[config.mk]
export PLATFORM = sky130hd
export DESIGN_NAME = mphp_port
export DESIGN_NICKNAME = d
export VERILOG_FILES = /design/src/design/mphp_pkg.sv /design/src/design/mphp_strobe_if.sv /design/src/design/mphp_front.sv /design/src/design/mphp_port.sv
export SDC_FILE = /design/constraint.sdc
export NUM_CORES = 1
export LEC_CHECK = 0
export BUFFER_PORTS_ARGS = -buffer_cell sky130_fd_sc_hd__buf_2
export CAP_MARGIN = 20
export CORE_UTILIZATION = 57
export CTS_BUF_LIST = sky130_fd_sc_hd__clkbuf_16
export DETAILED_ROUTE_END_ITERATION = 10
export GPL_TIMING_DRIVEN = 0
export MAX_ROUTING_LAYER = met4
export PLACE_DENSITY = 0.79
export SKIP_CTS_REPAIR_TIMING = 1
export SYNTH_ARGS = -nofsm -noshare
export SYNTH_HDL_FRONTEND = slang
export SYNTH_HIERARCHICAL = 1
export SYNTH_SLANG_ARGS = --single-unit
export TNS_END_PERCENT = 30
[constraint.sdc]
create_clock -name clk_i -period 3.81 [get_ports clk_i]
set_clock_uncertainty 0.1 [all_clocks]
set_input_delay 0.381 -clock clk_i [delete_from_list [all_inputs] [get_ports clk_i]]
set_output_delay 0.381 -clock clk_i [all_outputs]
set_load 0.05 [all_outputs]
[src/design/mphp_pkg.sv]
// Purpose: Shared constants and types for the modem parallel host port
// Assumes: 125 MHz clock, 16550A-style register map on three select lines
// Notes:   Times kept in their own unit, cycle counts derived here

package mphp_pkg;

    localparam int          CLK_MHZ        = 125;
    localparam int          READY_MS       = 25;
    localparam int          READY_CYCLES   = READY_MS * 1000 * CLK_MHZ;
    localparam int          CFG_LOAD_CYC   = 64;

    // Register indices selected by the three address lines
    localparam logic [2:0]  REG_DATA       = 3'h0;
    localparam logic [2:0]  REG_IRQ_EN     = 3'h1;
    localparam logic [2:0]  REG_IRQ_ID     = 3'h2;
    localparam logic [2:0]  REG_LINE_CTRL  = 3'h3;
    localparam logic [2:0]  REG_MDM_CTRL   = 3'h4;
    localparam logic [2:0]  REG_LINE_STAT  = 3'h5;
    localparam logic [2:0]  REG_MDM_STAT   = 3'h6;
    localparam logic [2:0]  REG_SCRATCH    = 3'h7;

    // Interrupt enable bit positions
    localparam int          IE_RX_DATA     = 0;
    localparam int          IE_THR_EMPTY   = 1;
    localparam int          IE_RX_ERR      = 2;
    localparam int          IE_MDM_STAT    = 3;

    // Interrupt identification codes, bit 0 high when none pending
    localparam logic [3:0]  IID_NONE       = 4'h1;
    localparam logic [3:0]  IID_RX_ERR     = 4'h6;
    localparam logic [3:0]  IID_RX_DATA    = 4'h4;
    localparam logic [3:0]  IID_THR_EMPTY  = 4'h2;
    localparam logic [3:0]  IID_MDM_STAT   = 4'h0;

    // Line status bit positions
    localparam int          LS_DATA_READY  = 0;
    localparam int          LS_OVERRUN     = 1;
    localparam int          LS_THR_EMPTY   = 5;
    localparam int          LS_TX_EMPTY    = 6;

    // Reset values
    localparam logic [7:0]  LCR_RESET      = 8'h03;
    localparam logic [7:0]  DEF_CFG        = 8'h00;

    typedef enum logic [1:0] {
        MPHP_RESET  = 2'b00,
        MPHP_LOAD   = 2'b01,
        MPHP_WAIT   = 2'b11,
        MPHP_READY  = 2'b10
    } mphp_state_type;

endpackage : mphp_pkg

[src/design/mphp_strobe_if.sv]
// Purpose: Carries decoded host strobes from the pin front end
// Assumes: All members synchronous to clk_i
// Notes:   Pulses last one clock

`timescale 1ns/100ps
`default_nettype none

interface mphp_strobe_if;
    logic       wr_pulse;
    logic       rd_pulse;
    logic       rd_active;
    logic [2:0] sel;
    logic [7:0] wdata;

    modport front (output wr_pulse, rd_pulse, rd_active, sel, wdata);
    modport core  (input  wr_pulse, rd_pulse, rd_active, sel, wdata);
endinterface : mphp_strobe_if

`default_nettype wire

[src/design/mphp_front.sv]
// Purpose: Registers host pins and turns strobes into one-clock pulses
// Assumes: Host pins synchronous to clk_i
// Notes:   Write taken at the rising edge of the write strobe

`timescale 1ns/100ps
`default_nettype none

module mphp_front (
    input  wire logic        clk_i,
    input  wire logic        rst_n_i,
    input  wire logic        enable_i,
    input  wire logic        port_select_n_i,
    input  wire logic        port_write_n_i,
    input  wire logic        port_read_n_i,
    input  wire logic [2:0]  port_reg_sel_i,
    input  wire logic [7:0]  port_data_bus_i,
    mphp_strobe_if.front     st
);
    import mphp_pkg::*;

    logic       wr_q;
    logic       rd_q;
    logic [2:0] sel_q;
    logic [7:0] data_q;
    logic       wr_now;
    logic       rd_now;

    // Strobes count only with the port selected
    assign wr_now = enable_i && !port_select_n_i && !port_write_n_i;
    assign rd_now = enable_i && !port_select_n_i && !port_read_n_i;

    // Follow address and data while a write or read strobe is active, hold them after
    always_ff @(posedge clk_i) begin
        if (!rst_n_i) begin
            wr_q   <= 1'b0;
            rd_q   <= 1'b0;
            sel_q  <= 3'h0;
            data_q <= 8'h00;
        end else begin
            wr_q <= wr_now;
            rd_q <= rd_now;
            if (wr_now || rd_now) begin
                sel_q  <= port_reg_sel_i;
                data_q <= port_data_bus_i;
            end
        end
    end

    assign st.wr_pulse  = wr_q && !wr_now;
    assign st.rd_pulse  = rd_q && !rd_now;
    assign st.rd_active = rd_now;
    assign st.sel       = rd_now ? port_reg_sel_i : sel_q;
    assign st.wdata     = data_q;

endmodule : mphp_front

`default_nettype wire

[src/design/mphp_port.sv]
// Purpose: Parallel host port of the modem controller, 16550A style
// Assumes: Host pins synchronous to clk_i; modem core feeds rx/tx events
// Notes:   Data bus is split into input, output and output enable

`timescale 1ns/100ps
`default_nettype none

module mphp_port #(
    parameter int READY_CYC = mphp_pkg::READY_CYCLES
) (
    input  wire logic        clk_i,
    input  wire logic        rst_n_i,
    input  wire logic        iface_select_strap_i,
    input  wire logic        port_select_n_i,
    input  wire logic        port_write_n_i,
    input  wire logic        port_read_n_i,
    input  wire logic [2:0]  port_reg_sel_i,
    input  wire logic [7:0]  port_data_bus_i,
    output logic      [7:0]  port_data_bus_o,
    output logic      [7:0]  port_data_bus_oe_o,
    output logic             port_irq_out_o,
    input  wire logic        cfg_present_i,
    input  wire logic [7:0]  cfg_data_i,
    input  wire logic        rx_valid_i,
    input  wire logic [7:0]  rx_data_i,
    input  wire logic        rx_error_i,
    input  wire logic        tx_taken_i,
    input  wire logic [3:0]  modem_lines_i,
    output logic             tx_valid_o,
    output logic      [7:0]  tx_data_o,
    output logic      [7:0]  modem_ctrl_o,
    output logic             ready_o
);
    import mphp_pkg::*;

    // Ready delay must outlast the config load phase
    if (READY_CYC <= CFG_LOAD_CYC) begin : g_bad_ready
        $error("READY_CYC must exceed the config load time");
    end

    mphp_strobe_if st ();

    mphp_state_type state;
    logic [31:0]    cnt;
    logic           par_mode;
    logic [7:0]     rx_buf;
    logic           rx_ready;
    logic           rx_err;
    logic           thr_empty;
    logic           thr_irq;
    logic [3:0]     ms_q;
    logic [3:0]     ms_delta;
    logic [7:0]     ier;
    logic [7:0]     lcr;
    logic [7:0]     scr;
    logic [3:0]     iid;
    logic [7:0]     rd_val;
    logic           is_ready;

    assign is_ready = (state == MPHP_READY);

    mphp_front u_front (
        .clk_i           (clk_i),
        .rst_n_i         (rst_n_i),
        .enable_i        (is_ready && par_mode),
        .port_select_n_i (port_select_n_i),
        .port_write_n_i  (port_write_n_i),
        .port_read_n_i   (port_read_n_i),
        .port_reg_sel_i  (port_reg_sel_i),
        .port_data_bus_i (port_data_bus_i),
        .st              (st)
    );

    // Highest pending source, line error first
    function automatic logic [3:0] pick_iid(input logic [7:0] en,
        input logic err, input logic rdy, input logic thr,
        input logic ms);
        if (en[IE_RX_ERR] && err)          pick_iid = IID_RX_ERR;
        else if (en[IE_RX_DATA] && rdy)    pick_iid = IID_RX_DATA;
        else if (en[IE_THR_EMPTY] && thr)  pick_iid = IID_THR_EMPTY;
        else if (en[IE_MDM_STAT] && ms)    pick_iid = IID_MDM_STAT;
        else                               pick_iid = IID_NONE;
    endfunction : pick_iid

    assign iid = pick_iid(ier, rx_err, rx_ready, thr_irq, |ms_delta);

    // Reset sequencing: config load, then ready delay
    always_ff @(posedge clk_i) begin
        if (!rst_n_i) begin
            state <= MPHP_RESET;
            cnt   <= 32'h0;
        end else begin
            case (state)
                MPHP_RESET: begin
                    state <= MPHP_LOAD;
                    cnt   <= 32'h0;
                end
                MPHP_LOAD: begin
                    if (cnt == 32'(CFG_LOAD_CYC - 1)) begin
                        state <= MPHP_WAIT;
                        cnt   <= 32'h0;
                    end else begin
                        cnt <= cnt + 32'h1;
                    end
                end
                MPHP_WAIT: begin
                    if (cnt >= 32'(READY_CYC - CFG_LOAD_CYC - 1)) begin
                        state <= MPHP_READY;
                    end else begin
                        cnt <= cnt + 32'h1;
                    end
                end
                default: state <= MPHP_READY;
            endcase
        end
    end

    // Strap caught after reset release
    always_ff @(posedge clk_i) begin
        if (!rst_n_i) begin
            par_mode <= 1'b0;
        end else if (state == MPHP_RESET) begin
            par_mode <= iface_select_strap_i;
        end
    end

    // Configuration registers, restored on reset
    always_ff @(posedge clk_i) begin
        if (!rst_n_i) begin
            ier          <= 8'h00;
            lcr          <= LCR_RESET;
            scr          <= DEF_CFG;
            modem_ctrl_o <= DEF_CFG;
        end else if (state == MPHP_RESET) begin
            modem_ctrl_o <= cfg_present_i ? cfg_data_i : DEF_CFG;
        end else if (st.wr_pulse) begin
            case (st.sel)
                REG_IRQ_EN:    ier          <= {4'h0, st.wdata[3:0]};
                REG_LINE_CTRL: lcr          <= st.wdata;
                REG_MDM_CTRL:  modem_ctrl_o <= st.wdata;
                REG_SCRATCH:   scr          <= st.wdata;
                default: ;
            endcase
        end
    end

    // Transmit holding register and its empty interrupt
    always_ff @(posedge clk_i) begin
        if (!rst_n_i) begin
            tx_valid_o <= 1'b0;
            tx_data_o  <= 8'h00;
            thr_empty  <= 1'b1;
            thr_irq    <= 1'b0;
        end else if (st.wr_pulse && st.sel == REG_DATA) begin
            tx_data_o  <= st.wdata;
            tx_valid_o <= 1'b1;
            thr_empty  <= 1'b0;
            thr_irq    <= 1'b0;
        end else if (tx_valid_o && tx_taken_i) begin
            tx_valid_o <= 1'b0;
            thr_empty  <= 1'b1;
            thr_irq    <= 1'b1;
        end else if (st.rd_pulse && st.sel == REG_IRQ_ID
                     && iid == IID_THR_EMPTY) begin
            thr_irq <= 1'b0;
        end
    end

    // Receive buffer; new data wins over the read that clears it
    always_ff @(posedge clk_i) begin
        if (!rst_n_i) begin
            rx_buf   <= 8'h00;
            rx_ready <= 1'b0;
            rx_err   <= 1'b0;
        end else begin
            if (rx_valid_i) begin
                rx_buf   <= rx_data_i;
                rx_ready <= 1'b1;
            end else if (st.rd_pulse && st.sel == REG_DATA) begin
                rx_ready <= 1'b0;
            end
            if (rx_error_i || (rx_valid_i && rx_ready)) begin
                rx_err <= 1'b1;
            end else if (st.rd_pulse && st.sel == REG_LINE_STAT) begin
                rx_err <= 1'b0;
            end
        end
    end

    // Modem status deltas, cleared by reading modem status
    always_ff @(posedge clk_i) begin
        if (!rst_n_i) begin
            ms_q     <= 4'h0;
            ms_delta <= 4'h0;
        end else begin
            ms_q <= modem_lines_i;
            if (st.rd_pulse && st.sel == REG_MDM_STAT) begin
                ms_delta <= ms_q ^ modem_lines_i;
            end else begin
                ms_delta <= ms_delta | (ms_q ^ modem_lines_i);
            end
        end
    end

    // Read mux
    always_comb begin
        if (st.sel == REG_DATA)           rd_val = rx_buf;
        else if (st.sel == REG_IRQ_EN)    rd_val = ier;
        else if (st.sel == REG_IRQ_ID)    rd_val = {4'h0, iid};
        else if (st.sel == REG_LINE_CTRL) rd_val = lcr;
        else if (st.sel == REG_MDM_CTRL)  rd_val = modem_ctrl_o;
        else if (st.sel == REG_LINE_STAT)
            rd_val = {1'b0, thr_empty && !tx_valid_o, thr_empty,
                      3'h0, rx_err, rx_ready};
        else if (st.sel == REG_MDM_STAT)  rd_val = {ms_q, ms_delta};
        else                              rd_val = scr;
    end

    // Data bus drive and interrupt output
    always_ff @(posedge clk_i) begin
        if (!rst_n_i) begin
            port_data_bus_o    <= 8'h00;
            port_data_bus_oe_o <= 8'h00;
            port_irq_out_o     <= 1'b0;
            ready_o            <= 1'b0;
        end else begin
            port_data_bus_o    <= rd_val;
            port_data_bus_oe_o <= {8{st.rd_active}};
            port_irq_out_o     <= (iid != IID_NONE);
            ready_o            <= is_ready;
        end
    end

    // Cycles since reset release, saturating, for the ready-delay check
    logic [31:0] since_rel;
    always_ff @(posedge clk_i) begin
        if (!rst_n_i) begin
            since_rel <= 32'h0;
        end else if (since_rel != 32'hffff_ffff) begin
            since_rel <= since_rel + 32'h1;
        end
    end

    // Data bus only driven for a selected read, released right after
    a_bus_drive_sel: assert property (
        @(posedge clk_i) disable iff (!rst_n_i)
        port_data_bus_oe_o != 8'h00
            |-> !$past(port_select_n_i) && !$past(port_read_n_i))
        else $error("bus driven without select and read");
    a_bus_release: assert property (
        @(posedge clk_i) disable iff (!rst_n_i)
        (port_select_n_i || port_read_n_i) |=> port_data_bus_oe_o == 8'h00)
        else $error("bus not released after read");

    // Interrupt line follows the pending sources
    a_irq_rx_data: assert property (
        @(posedge clk_i) disable iff (!rst_n_i)
        (rx_ready && ier[IE_RX_DATA]) |=> port_irq_out_o)
        else $error("rx data without interrupt");
    a_irq_none: assert property (
        @(posedge clk_i) disable iff (!rst_n_i)
        (iid == IID_NONE) |=> !port_irq_out_o)
        else $error("interrupt without source");
    a_rx_clear: assert property (
        @(posedge clk_i) disable iff (!rst_n_i)
        (st.rd_pulse && st.sel == REG_DATA && !rx_valid_i) |=> !rx_ready)
        else $error("rx data not cleared by read");

    // Reset and ready sequencing
    a_reset_idle: assert property (
        @(posedge clk_i)
        !rst_n_i |=> (state == MPHP_RESET && !port_irq_out_o))
        else $error("reset state not held");
    a_no_early_ready: assert property (
        @(posedge clk_i) disable iff (!rst_n_i)
        $rose(is_ready) |-> cnt >= 32'(READY_CYC - CFG_LOAD_CYC - 1))
        else $error("ready too early");
    a_ready_delay: assert property (
        @(posedge clk_i) disable iff (!rst_n_i)
        $rose(ready_o) |-> since_rel >= 32'(READY_CYC))
        else $error("ready before the delay ran out");
    a_not_ready_quiet: assert property (
        @(posedge clk_i) disable iff (!rst_n_i)
        !is_ready |=> port_data_bus_oe_o == 8'h00)
        else $error("bus driven before ready");

    // Register writes land, reads present the register
    a_write_stores: assert property (
        @(posedge clk_i) disable iff (!rst_n_i)
        (st.wr_pulse && st.sel == REG_SCRATCH) |=> scr == $past(st.wdata))
        else $error("scratch write lost");
    a_tx_load: assert property (
        @(posedge clk_i) disable iff (!rst_n_i)
        (st.wr_pulse && st.sel == REG_DATA)
            |=> tx_valid_o && tx_data_o == $past(st.wdata))
        else $error("transmit byte lost");
    a_read_data: assert property (
        @(posedge clk_i) disable iff (!rst_n_i)
        (st.rd_active && st.sel == REG_SCRATCH)
            |=> port_data_bus_o == $past(scr))
        else $error("read value wrong");
    a_serial_quiet: assert property (
        @(posedge clk_i) disable iff (!rst_n_i)
        !par_mode |-> !st.wr_pulse && !st.rd_active)
        else $error("port active in serial mode");

endmodule : mphp_port

`default_nettype wire

==> impl_metrics.csv <==
group,metric,value,unit
sta,finalMaxSlewViolations,0,
synth,synthFlopType,"dfxtp_1",
cts,path_clk_slew,0.05,ns
synth,netlist_instances,638,
placed_design,dp_hpwl,10900,um
routing,viasPerCell,6.09,
placed_design,place_ws,0.466,ns
cts,clkSinkCount,116,
critical_path,startpoint_type,"register",
sta,period_needed,3.42,ns
final_layout,nNetsFinal,772,
synth,synth_edf_count,0,
cts,htree_levels,4,
hold_path,hold_path_startpoint,"rx_error_i",
run,maxCapViolCount,0,
sta,post-route-period-util,0.898,
synth,synth_fp_nets,680,
floorplan,pin_count,76,
critical_path,path_class,"reg2reg",
synth,synth_area_per_cell,8.49,sq um
floorplan,rows,35,
floorplan,die_x,99.5,um
routing,wire_per_inst,17.6,um
cts,cts-root-buf,"clkbuf_16",
critical_path,reg2reg_slack,0.39,ns
routing,num_vias,5303,
final_layout,area_growth_syn_to_layout,21.0,%
global_routing,overflow,0,
floorplan,initial_core_util,0.586,
critical_path,worstPathMaxFanout,10,
synth,synth-seq-area-share,0.429,
sta,max_freq,292,MHz
critical_path,critPathLaunch,"state[0]",
placed_design,gp_congestion,0.927,
status,outcome,"finished clean",
hold_path,min_path_type,"in2reg",
routing,antenna_left,0,
sta,setup_viol,0,
placed_design,port_buffers,73,
critical_path,crit_required,4.02,ns
pwr,powerDensity,469,nW/um^2
pwr,irDropWorstVdd,305,uV
routing,drc,0,
floorplan,die_h,99.5,um
global_routing,grt_pass1_vias,4888,
synth,synth_top_cell_by_area,"dfxtp_1",
synth,synthTopCellsByArea,"dfxtp_1 (43%), mux2i_1 (8.3%), nand2_1 (6.0%)",
synth,syn_area,5420,sq um
cts,cts_tree,"done",
synth,synth.ff_latch_count,116,
sta,rsz0062_at_grt,"no",
floorplan,dieArea,9890,sq um
synth,synth_cell_type_count,60,
final_layout,drive_gt1_frac,0.198,
routing,drtIter0Drc,520,
floorplan,coreArea,9240,sq um
global_routing,grt_max_degree,17,
synth,async_flop_share,0,
final_layout,diodes,0,
synth,yosys_warnings,6,
critical_path,r2r_start,"state[0]",
cts,cts_buffers,17,
final_layout,nFillCells,731,
sta,fin_ws,0.387,ns
cts,clockBufferDepth,2,
sta,hold_viol,0,
global_routing,grt_pass1_wl,24300,um
sta,tightestPinTransition,1.06,ns
routing,first_pass_iters,5,
critical_path,cp-end-kind,"register",
final_layout,final_cell_mix,"dfxtp_1 (116), nand2_1 (86), buf_2 (83)",
synth,synth_top_area_share,0.429,
global_routing,antenna_found_initial,0,
sta,fin_setup_tns,0,ns
cts,clk_latency,0.41,ns
global_routing,grt_usage,0.331,
final_layout,final_common_cell,"dfxtp_1",
pwr,p_leak,2.51,nW
critical_path,crit_arrival,3.63,ns
routing,routed_wl,15300,um
sta,relSlewSlack,0.287,
-- state kept, by name, indices dropped and copies added, names as in the netlist, 2 cells and up --
register	cells
u_front/sel_q	3
ms_q	4
state	2
u_front/st.wdata	8
rx_buf	8
scr	8
port_data_bus_o	8
ier	4
tx_data_o	8
lcr	8
ms_delta	4
cnt	32
modem_ctrl_o	8
-- cell usage after synthesis (all sizes together), types with 2 or more instances --
library cell,count
dfxtp,116
nand2,86
nor2,80
mux2i,45
o21ai,38
a21oi,35
clkbuf,28
nand3,27
buf,22
o31ai,20
nor3,17
nand4,13
a311oi,12
a31oi,9
and2,8
inv,8
nor4,8
nor2b,7
nand2b,6
o41ai,5
and3,4
mux4,4
or3,4
xor2,4
mux2,3
o22ai,3
a22oi,2
a41oi,2
and4,2
o22a,2
-- area by class of cell --
cell class,instances,area [sq um],share of cell area
Multi-Input combinational cell,464,2810,0.429
Sequential cell,116,2320,0.354
Clock buffer,17,425,0.0649
Timing Repair Buffer,73,365,0.0557
Buffer,50,251,0.0384
Clock inverter,14,188,0.0286
Tap cell,129,161,0.0246
Inverter,8,30.0,0.00458
-- cells by family (layout without fill, tap and decap cells) --
group	count (synthesis)	in the layout	share of synthesized area
XOR/XNOR	4	4	0.00647
AO/OA/AOI/OAI	140	140	0.170
AND/OR/NAND/NOR	267	267	0.235
multiplexers	52	52	0.106
buffers and inverters	58	162	0.0520
adder cells (fa/ha/maj)	1	1	0.00231
flip-flops	116	116	0.429
-- per-layer routing --
layer / vias to the layer above / part of all wire / GRT usage
li1: 2475 / - / -
met1: 2513 / 0.44 / 0.437
met2: 281 / 0.45 / 0.509
met3: 34 / 0.091 / 0.0668
met4: 0 / 0.019 / 0.115
met5: - / 0 / -
-- power breakdown --
part	internal, mW	total (mW)	leakage [nW]	switching [mW]
registers	1.24	1.26	0.942	0.0218
clock network	1.08	1.64	0.292	0.554
logic	0.0600	0.173	1.28	0.113
total	2.38	3.07	2.51	0.689
-- per-stage QoR --
step / cell area [sq um] / std cells / hold WS, ns / utilization / total power, mW
floorplan: 5420 / 638 / 0.332 / - / 1.39
global placement: 5940 / 840 / 0.340 / 0.643 / 1.45
detailed placement: 5940 / 840 / 0.349 / 0.643 / 1.45
CTS: 6560 / 871 / 0.0855 / 0.709 / 3.08
global route: 6560 / 871 / 0.100 / 0.709 / 3.16
finish: 6560 / 871 / 0.0980 / 0.709 / 3.07
-- worst max-delay path, cell delays in order, from the launching register on --
cell and delay [ns]:
dfxtp_1 0.36, inv_1 0.11, and3_1 0.21, nand2b_4 0.10
nor2_4 0.17, mux2_2 0.36, clkbuf_1 0.28, o31ai_1 0.87
clkbuf_1 0.41, nor2_1 0.09, a311oi_1 0.26
-- path summary, 6_finish.rpt --
path         depth (start not counted)               to
max                                 10  modem_ctrl_o[6]
min                                  3           rx_err
min reg2reg                          2         par_mode
max reg2reg                         10  modem_ctrl_o[6]
No activity file was read; power rests on OpenSTA's default activity.
